<file path="src/rtl/tooth_pkg.sv">
// constants for the crank tooth conditioner parameter block
// Operation
// - zero cranking register selects running parameter set
// - nonzero cranking register selects cranking parameter set
// - four-bit threshold code from active register
// - threshold in upper nibble, default 0101
// - one-shot blanking, fraction of last pulse
// - blanked comparator result drives tooth output
// - optional divided tooth output drives tachometer
// - automatic threshold mode from zero crossing and decay timer
// - blanking code lower nibble, 1/32 steps
// - zero crossing forces maximum, then decays
`default_nettype none
package tooth_pkg;
    // ************************************************************
    // register map (byte addresses)
    // ************************************************************
    localparam logic [7:0]  RUN_OFS    = 8'h00;      // engine running parameters
    localparam logic [7:0]  CRANK_OFS  = 8'h04;      // engine cranking parameters
    localparam logic [7:0]  AUTO_OFS   = 8'h08;      // automatic decay mantissa/exponent
    localparam logic [7:0]  MISC_OFS   = 8'h0C;      // mode and tacho control
    localparam logic [7:0]  STAT_OFS   = 8'h10;      // read-only state
    // ************************************************************
    // reset values
    // ************************************************************
    localparam logic [7:0]  RUN_RST    = 8'h50;      // threshold 0101, no blanking
    localparam logic [7:0]  CRANK_RST  = 8'h00;
    localparam logic [7:0]  AUTO_RST   = 8'h00;
    localparam logic [7:0]  MISC_RST   = 8'h00;
    // ************************************************************
    // field positions
    // ************************************************************
    localparam int          THR_LSB    = 4;          // threshold nibble base
    localparam int          BLK_LSB    = 0;          // blanking nibble base
    localparam int          AUTO_BIT   = 7;          // misc: automatic mode
    localparam int          DIV_LSB    = 4;          // misc: tacho divide, 3 bits
    localparam int          HLREF_BIT  = 0;          // misc: low pulse reference
    localparam int          MANT_LSB   = 0;          // auto: mantissa nibble
    localparam int          EXP_LSB    = 4;          // auto: exponent nibble
    // ************************************************************
    // codes and timing
    // ************************************************************
    localparam logic [3:0]  THR_MAX    = 4'hF;       // highest comparator threshold
    localparam int          BLK_SHIFT  = 5;          // code/32 of the reference pulse
    localparam int          DECAY_W    = 20;         // decay step timer width
    localparam logic [1:0]  RESP_OKAY  = 2'b00;
    localparam logic [1:0]  RESP_SLV   = 2'b10;
endpackage
`default_nettype wire

</file>
<file path="src/rtl/crank_tooth_conditioner_params.sv">
// parameter selection, threshold, blanking and tacho logic with axi4-lite registers
`default_nettype none
module crank_tooth_conditioner_params #(
    parameter int CNT_W = 20                         // pulse width counter bits
) (
    input  wire logic                  core_clk,
    input  wire logic                  rst_n,
    input  wire logic                  clk_en,
    // comparator result and zero crossing sign from the front end
    input  wire logic                  sensor_cmp,
    input  wire logic                  sensor_zero_pos,
    output logic [3:0]                 thresh_dac_code,
    output logic                       conditioned_tooth_out,
    output logic                       tacho_drive_out,
    // axi4-lite slave
    input  wire logic [7:0]            s_axi_awaddr,
    input  wire logic                  s_axi_awvalid,
    output logic                       s_axi_awready,
    input  wire logic [31:0]           s_axi_wdata,
    input  wire logic [3:0]            s_axi_wstrb,
    input  wire logic                  s_axi_wvalid,
    output logic                       s_axi_wready,
    output logic [1:0]                 s_axi_bresp,
    output logic                       s_axi_bvalid,
    input  wire logic                  s_axi_bready,
    input  wire logic [7:0]            s_axi_araddr,
    input  wire logic                  s_axi_arvalid,
    output logic                       s_axi_arready,
    output logic [31:0]                s_axi_rdata,
    output logic [1:0]                 s_axi_rresp,
    output logic                       s_axi_rvalid,
    input  wire logic                  s_axi_rready
);
    import tooth_pkg::*;

    // the decay and blanking math needs at least the decay timer width
    if (CNT_W < DECAY_W) begin : g_chk
        $error("CNT_W must be at least DECAY_W");
    end

    // ************************************************************
    // register bus
    // ************************************************************
    logic [7:0]       run_reg;                       // running parameter set
    logic [7:0]       crank_reg;                     // cranking parameter set
    logic [7:0]       auto_reg;                      // decay mantissa/exponent
    logic [7:0]       misc_reg;                      // mode bits
    logic [7:0]       aw_addr_reg;                   // latched write address
    logic [7:0]       w_data_reg;                    // latched write byte
    logic             w_lane_reg;                    // byte lane 0 enabled
    logic [3:0]       thr_code_reg;                  // code driven to the dac

    wire aw_take  = s_axi_awvalid & s_axi_awready;
    wire w_take   = s_axi_wvalid & s_axi_wready;
    wire ar_take  = s_axi_arvalid & s_axi_arready;
    // both halves held and no response pending: commit the write now
    wire wr_fire  = ~s_axi_awready & ~s_axi_wready & ~s_axi_bvalid;
    wire wr_hit   = (aw_addr_reg == RUN_OFS) | (aw_addr_reg == CRANK_OFS)
                  | (aw_addr_reg == AUTO_OFS) | (aw_addr_reg == MISC_OFS);
    wire wr_en    = wr_fire & wr_hit & w_lane_reg;
    wire rd_hit   = (s_axi_araddr == RUN_OFS) | (s_axi_araddr == CRANK_OFS)
                  | (s_axi_araddr == AUTO_OFS) | (s_axi_araddr == MISC_OFS)
                  | (s_axi_araddr == STAT_OFS);

    // ************************************************************
    // active parameter set
    // ************************************************************
    wire       crank_on   = (crank_reg != 8'h00);
    wire [7:0] active_set = crank_on ? crank_reg : run_reg;
    wire [3:0] sel_thr    = active_set[THR_LSB +: 4];
    wire [3:0] sel_blk    = active_set[BLK_LSB +: 4];
    wire       auto_on    = misc_reg[AUTO_BIT];
    wire       low_ref    = misc_reg[HLREF_BIT];
    wire [2:0] tach_div   = misc_reg[DIV_LSB +: 3];
    wire [7:0] status     = {thr_code_reg, crank_on, conditioned_tooth_out, 2'b00};

    // read mux; unmapped addresses read zero
    wire [7:0] rd_byte = (s_axi_araddr == RUN_OFS)   ? run_reg   :
                         (s_axi_araddr == CRANK_OFS) ? crank_reg :
                         (s_axi_araddr == AUTO_OFS)  ? auto_reg  :
                         (s_axi_araddr == MISC_OFS)  ? misc_reg  :
                         (s_axi_araddr == STAT_OFS)  ? status    : 8'h00;

    // write channel: address and data are caught independently
    always_ff @(posedge core_clk) begin
        if (!rst_n) begin
            s_axi_awready <= 1'b1;
            s_axi_wready  <= 1'b1;
            s_axi_bvalid  <= 1'b0;
            s_axi_bresp   <= RESP_OKAY;
            aw_addr_reg   <= 8'h00;
            w_data_reg    <= 8'h00;
            w_lane_reg    <= 1'b0;
        end else if (clk_en) begin
            if (aw_take) begin
                s_axi_awready <= 1'b0;
                aw_addr_reg   <= s_axi_awaddr;
            end
            if (w_take) begin
                s_axi_wready  <= 1'b0;
                w_data_reg    <= s_axi_wdata[7:0];
                w_lane_reg    <= s_axi_wstrb[0];
            end
            if (wr_fire) begin
                s_axi_bvalid  <= 1'b1;
                s_axi_bresp   <= wr_hit ? RESP_OKAY : RESP_SLV;
            end else if (s_axi_bvalid && s_axi_bready) begin
                // response taken: open both channels again
                s_axi_bvalid  <= 1'b0;
                s_axi_awready <= 1'b1;
                s_axi_wready  <= 1'b1;
            end
        end
    end

    // software registers; only lane 0 carries bits, the rest read zero
    always_ff @(posedge core_clk) begin
        if (!rst_n) begin
            run_reg   <= RUN_RST;
            crank_reg <= CRANK_RST;
            auto_reg  <= AUTO_RST;
            misc_reg  <= MISC_RST;
        end else if (clk_en && wr_en) begin
            case (aw_addr_reg)
                RUN_OFS:   run_reg   <= w_data_reg;
                CRANK_OFS: crank_reg <= w_data_reg;
                AUTO_OFS:  auto_reg  <= w_data_reg;
                MISC_OFS:  misc_reg  <= w_data_reg;
                default:   ;
            endcase
        end
    end

    // read channel: data is captured with the address, one read at a time
    always_ff @(posedge core_clk) begin
        if (!rst_n) begin
            s_axi_arready <= 1'b1;
            s_axi_rvalid  <= 1'b0;
            s_axi_rdata   <= 32'h0000_0000;
            s_axi_rresp   <= RESP_OKAY;
        end else if (clk_en) begin
            if (ar_take) begin
                s_axi_arready <= 1'b0;
                s_axi_rvalid  <= 1'b1;
                s_axi_rdata   <= {24'h00_0000, rd_byte};
                s_axi_rresp   <= rd_hit ? RESP_OKAY : RESP_SLV;
            end else if (s_axi_rvalid && s_axi_rready) begin
                s_axi_rvalid  <= 1'b0;
                s_axi_arready <= 1'b1;
            end
        end
    end

    // ************************************************************
    // threshold: manual or automatic decay
    // ************************************************************
    logic                zc_prev_reg;                // last zero crossing sign
    logic [DECAY_W-1:0]  decay_cnt_reg;              // cycles to next decay step

    wire                 zc_rise    = sensor_zero_pos & ~zc_prev_reg;
    // step period is ((16 + mantissa) << exponent) + 1 cycles: the reload
    // edge itself counts, exponent kept below 16
    wire [DECAY_W-1:0]   decay_load =
        DECAY_W'({1'b1, auto_reg[MANT_LSB +: 4]}) << auto_reg[EXP_LSB +: 4];
    wire                 decay_step = (decay_cnt_reg == '0);

    // the dac code follows the active set; in auto mode it jumps to the top
    // at each rising zero crossing and walks down one code per step period
    always_ff @(posedge core_clk) begin
        if (!rst_n) begin
            zc_prev_reg   <= 1'b0;
            thr_code_reg  <= RUN_RST[THR_LSB +: 4];
            decay_cnt_reg <= '0;
        end else if (clk_en) begin
            zc_prev_reg <= sensor_zero_pos;
            if (!auto_on) begin
                thr_code_reg <= sel_thr;
            end else if (zc_rise) begin
                thr_code_reg  <= THR_MAX;
                decay_cnt_reg <= decay_load;
            end else if (thr_code_reg <= sel_thr) begin
                // never sit below the selected threshold
                thr_code_reg <= sel_thr;
            end else if (decay_step) begin
                thr_code_reg  <= thr_code_reg - 4'h1;
                decay_cnt_reg <= decay_load;
            end else begin
                decay_cnt_reg <= decay_cnt_reg - DECAY_W'(1);
            end
        end
    end
    assign thresh_dac_code = thr_code_reg;

    // ************************************************************
    // pulse measurement and one-shot blanking
    // ************************************************************
    logic [CNT_W-1:0]    pulse_cnt_reg;              // running width of current output level
    logic [CNT_W-1:0]    last_ref_reg;               // last completed reference pulse
    logic [CNT_W-1:0]    blank_cnt_reg;              // cycles left in the blank window
    logic                out_reg;                    // conditioned tooth level

    wire                 ref_level  = ~low_ref;      // level whose width is measured
    wire                 out_change = (sensor_cmp != out_reg) && (blank_cnt_reg == '0);
    // a change that ends the reference pulse uses that pulse itself
    wire                 ref_ending = out_change && (out_reg == ref_level);
    wire [CNT_W-1:0]     ref_len    = ref_ending ? pulse_cnt_reg : last_ref_reg;
    // blank length = reference * code / 32; the product is widened first
    wire [CNT_W+3:0]     blank_prod = ref_len * sel_blk;
    wire [CNT_W-1:0]     blank_len  = blank_prod[BLK_SHIFT +: CNT_W];

    // output only moves when no blank window is open, then opens a new one;
    // comparator chatter inside the window is ignored entirely
    always_ff @(posedge core_clk) begin
        if (!rst_n) begin
            out_reg       <= 1'b0;
            pulse_cnt_reg <= '0;
            last_ref_reg  <= '0;
            blank_cnt_reg <= '0;
        end else if (clk_en) begin
            if (out_change) begin
                out_reg       <= sensor_cmp;
                blank_cnt_reg <= blank_len;
                pulse_cnt_reg <= '0;
                if (ref_ending) begin
                    last_ref_reg <= pulse_cnt_reg;
                end
            end else begin
                if (blank_cnt_reg != '0) begin
                    blank_cnt_reg <= blank_cnt_reg - CNT_W'(1);
                end
                // saturate so a stalled wheel does not wrap the width
                if (pulse_cnt_reg != '1) begin
                    pulse_cnt_reg <= pulse_cnt_reg + CNT_W'(1);
                end
            end
        end
    end
    assign conditioned_tooth_out = out_reg;

    // ************************************************************
    // tachometer divider
    // ************************************************************
    logic [2:0]          tach_cnt_reg;               // rising edges since last toggle
    logic                tach_reg;                   // tacho level
    logic                out_prev_reg;               // for rising edge detection

    wire                 out_rise = out_reg & ~out_prev_reg;

    // divide 0 passes the tooth straight through; n toggles every n edges,
    // a total ratio of 2n
    always_ff @(posedge core_clk) begin
        if (!rst_n) begin
            tach_cnt_reg <= 3'h0;
            tach_reg     <= 1'b0;
            out_prev_reg <= 1'b0;
        end else if (clk_en) begin
            out_prev_reg <= out_reg;
            if (tach_div == 3'h0) begin
                tach_reg     <= out_reg;
                tach_cnt_reg <= 3'h0;
            end else if (out_rise) begin
                if (tach_cnt_reg + 3'h1 >= tach_div) begin
                    tach_reg     <= ~tach_reg;
                    tach_cnt_reg <= 3'h0;
                end else begin
                    tach_cnt_reg <= tach_cnt_reg + 3'h1;
                end
            end
        end
    end
    assign tacho_drive_out = tach_reg;
endmodule
`default_nettype wire

</file>
<file path="config.mk">
export PLATFORM = sky130hd
export DESIGN_NAME = crank_tooth_conditioner_params
export DESIGN_NICKNAME = d
export VERILOG_FILES = /design/src/rtl/tooth_pkg.sv /design/src/rtl/crank_tooth_conditioner_params.sv
export SDC_FILE = /design/constraint.sdc
export NUM_CORES = 1
export LEC_CHECK = 0
export BUFFER_PORTS_ARGS = -buffer_cell sky130_fd_sc_hd__buf_2
export CAP_MARGIN = 5
export CORE_ASPECT_RATIO = 1.2
export CORE_MARGIN = 2
export CORE_UTILIZATION = 40
export DETAILED_ROUTE_END_ITERATION = 16
export PLACE_DENSITY_LB_ADDON = 0.15
export SLEW_MARGIN = 20
export SYNTH_ARGS = -nofsm -noshare
export SYNTH_HDL_FRONTEND = slang
export SYNTH_SLANG_ARGS = --single-unit
</file>
<file path="constraint.sdc">
create_clock -name core_clk -period 12.55 [get_ports core_clk]
set_clock_uncertainty 0.15 [all_clocks]
set_input_delay 1.255 -clock core_clk [delete_from_list [all_inputs] [get_ports core_clk]]
set_output_delay 1.255 -clock core_clk [all_outputs]
set_load 0.02 [all_outputs]
</file>
==> results by group <==
GRT
  • Pin count of the biggest net entering global routing: 87
  • Global route total overflow: 0
  • Vias in the first global route: approximately 8700
  • Global-route wire length before repair: 43350 um
  • Total Routing Usage GR: 0.1972
  • Initial antenna violation count: 0

Yosys
  • Compound-gate portion of the synthesized area: 0.1739
  • Async set or reset register ratio after synthesis: 0
  • Yosys Warn Count: 0
  • Primary FF master, synth: dfxtp_1
  • XOR/XNOR share of the synthesized area: 0.02526
  • Count of cell types in the netlist: 70
  • Post-Syn Area: ~10000 sq um
  • Synthesized area per cell: approximately 7.9 sq um
  • Post-Synthesis Cells: about 1300
  • Adder-cell area share of the yosys netlist: 0.1155
  • Post-synth EDFFs: 0
  • Register area share after synthesis: 0.2983
  • Largest family of logic cells by synthesized area: simple AND/OR/NAND/NOR gates
  • Simple-gate share of the synthesized area: 0.2258
  • Mux contribution to synthesized area: 0.08481
  • FF+latch count, synth: approximately 160

Clock tree
  • Hold-fix buffers at CTS: 0
  • Post-CTS sizing: 0
  • Cts bufs inserted: 17
  • Clock Sinks: about 160
  • Clk root buf: clkbuf_16
  • CTS H-Tree Depth: 4
  • Post-CTS Setup Inserts: 0
  • Maximum clock path buffer count: 2
  • Clock Latency Late Sink: about 0.44 ns
  • CTS tree: built
  • Reg clk slew, reported paths: roughly 0.070 ns

Route
  • Post-route DRC: 0
  • Via-to-Cell Ratio: between 5 and 6
  • Post-route ant nets: 0
  • Routed WL: roughly 26000 um
  • Drt pass-1 iters: 5
  • Drt wl/cell: ~16 um
  • Via Count: about 9000
  • 1st-iter DRT viols: between 400 and 500

STA
  • Final setup violation count: 0
  • Final Cycle Share: 0.4958
  • Max Slew Vio Count: 0
  • Final TNS setup: 0 ns
  • Worst Tran Pin Value: approximately 1 ns
  • Rel. slew slack: 0.3453
  • Endpoints failing hold: 0
  • Max Freq: 0.1607 GHz
  • RSZ-0062 raised after global routing: false
  • Crit path time final: between 6 and 7 ns

Final layout
  • Number of nets in the layout: 1477
  • Area Overhead vs Synth: 10.37%
  • Filler cell count in the final layout: 2549
  • Share of layout cells above drive strength 1: 0.1138
  • Post-route insts no fill: roughly 1700
  • Reg area: about 3100 sq um
  • Area taken by multi-input logic gates: 6633 sq um

Placed design
  • PortBufs: 55
  • GPL Wtd Cong: between 0.8 and 0.9
  • DPL Wire Length: about 19000 um
  • Cells after DPL: 1651

Worst setup path
  • Crit Path Max Fanout: 25
  • CP bufs+invs: 3
  • Type of destination of the critical path: flop
  • Crit path largest cell delay: 0.55 ns
  • Crit path DAT: 6.38 ns
  • WP data required: about 13 ns
  • Critical-path cell list: nor4_2 -> nand4_2 -> nor3_4 -> buf_4 -> mux2i_1 -> nor2_1 -> fa_1 -> inv_1 -> fa_1 -> inv_1 -> ha_1 -> a21oi_1 -> o21ai_0 -> a21o_1 -> a21oi_1 -> a21oi_1 -> a21o_1 -> a211oi_1 -> o22ai_1
  • Crit path launch type: flop
  • Crit-path slowest cell: nor4_2
  • Cell family with most CP delay: compound AO/OA/AOI/OAI gates
  • CP Class: reg -> reg
  • CP dominant cell by count: a21oi_1

Floorplanning
  • Initial Utilization: 0.4072
  • IO Count: around 110
  • Die Span X: around 150 um
  • Die area: between 20000 and 30000 sq um
  • Site Rows: 64
  • Core Region: approximately 26000 sq um
  • Die height: roughly 180 um

Pwr
  • Peak VDD IR: 88.98 uV
  • Leak: roughly 4.6 nW
  • Pwr/cell area: between 100 and 150 nW/um^2

Job
  • Max-Cap Viols: 0

Worst hold path
  • Hold WC Path Type: reg -> reg

Status
  • Run status: completed
[through the flow]
stage / setup slack, ns / util / total power [W] / hold slack, ns / area (sq um)
after global placement: 6.044 / 0.4265 / 0.001063 / 0.2915 / 10890
after global routing: 5.728 / 0.4493 / 0.001665 / 0.3260 / 11480
after CTS: 6.262 / 0.4490 / 0.001582 / 0.3027 / 11470
final: 6.328 / 0.4494 / 0.001569 / 0.3048 / 11480
after detailed placement: 6.014 / 0.4265 / 0.001069 / 0.2934 / 10890
after floorplan: 6.605 / - / 0.0009630 / 0.2810 / 10500
[cells by family after synthesis]
kind of cell / Yosys count
multiplexers: 85
XOR/XNOR: 30
AND/OR/NAND/NOR: 505
AO/OA/AOI/OAI: 278
other: 1
adder cells (fa/ha/maj): 75
buffers and inverters: 182
flip-flops: 155
[cells in the final DEF (no fill, tap or decap), drive strengths merged, types with 35 or more instances in the layout]
| master | netlist | layout |
|---|---|---|
| dfxtp | 155 | 155 |
| ha | 40 | 40 |
| buf | 32 | 70 |
| o21ai | 51 | 51 |
| nor3 | 44 | 44 |
| mux2i | 78 | 78 |
| inv | 97 | 105 |
| fa | 35 | 35 |
| a211oi | 36 | 36 |
| nor2 | 210 | 210 |
| a21oi | 90 | 90 |
| nand2 | 109 | 109 |
[tightest hold or removal path, stage by stage, from the launching register on]
cell	delay, ns
dfxtp_1	0.31
nand2_1	0.05
a21oi_1	0.05
[worst paths after layout]
check,start,endpoint,slack [ns],depth (start not counted)
max,blank_cnt_reg[2],blank_cnt_reg[12],6.33,19
min,decay_cnt_reg[16],decay_cnt_reg[16],0.30,2
max reg2reg,blank_cnt_reg[2],blank_cnt_reg[12],6.33,19
min reg2reg,decay_cnt_reg[16],decay_cnt_reg[16],0.30,2
[power breakdown]
group / total [W] / leakage (nW) / internal (W) / switching [W]
logic: 0.000464 / 3.05 / 0.000164 / 0.000299
registers: 0.000599 / 1.26 / 0.000546 / 0.0000527
clock network: 0.000507 / 0.278 / 0.000264 / 0.000242
total: 0.00157 / 4.59 / 0.000975 / 0.000594
[layer usage]
layer / part of all wire / GRT usage / wire [um] / vias to the layer above
met1: 0.45 / 0.2429 / 11690 / 4224
met2: 0.50 / 0.3421 / 13120 / 166
met4: 0.023 / 0.07477 / 614 / 0
met5: 0 / 0 / 0 / -
li1: - / - / - / 4566
met3: 0.030 / 0.03089 / 781 / 39
[synthesized netlist by cell type, drive strengths merged (3+ instances only)]
cell | instances | share of area
nor2 | 210 | 0.076
dfxtp | 155 | 0.30
nand2 | 109 | 0.040
inv | 97 | 0.035
a21oi | 90 | 0.043
mux2i | 78 | 0.075
clkbuf | 53 | 0.019
o21ai | 51 | 0.025
nor3 | 44 | 0.023
ha | 40 | 0.048
a211oi | 36 | 0.026
fa | 35 | 0.067
buf | 32 | 0.022
nand3 | 26 | 0.013
or2 | 26 | 0.016
xor2 | 20 | 0.017
a31oi | 17 | 0.010
or3 | 17 | 0.011
o22ai | 16 | 0.0096
nor4 | 13 | 0.0096
a21o | 12 | 0.0087
nand4 | 12 | 0.0078
and3 | 11 | 0.0066
nand2b | 10 | 0.0060
xnor2 | 10 | 0.0084
a22oi | 9 | 0.0065
nor2b | 7 | 0.0042
a32oi | 6 | 0.0051
nor3b | 6 | 0.0043
and2 | 5 | 0.0030
mux2 | 5 | 0.0054
o211ai | 5 | 0.0041
o21a | 5 | 0.0036
a221oi | 4 | 0.0034
o31ai | 4 | 0.0029
or4 | 4 | 0.0032
a41oi | 3 | 0.0025
and4 | 3 | 0.0025
[area by class of cell]
cell class                 count  area share
tap                          330     0.03597
inverter                      97     0.03183
timing repair buffer          70     0.03379
antenna                        1   0.0002180
clock buffer                  17     0.03706
multi-input combinational    999      0.5778
clock inverter                15     0.01308
sequential                   155      0.2703
Power figures use the tool's default switching activity.
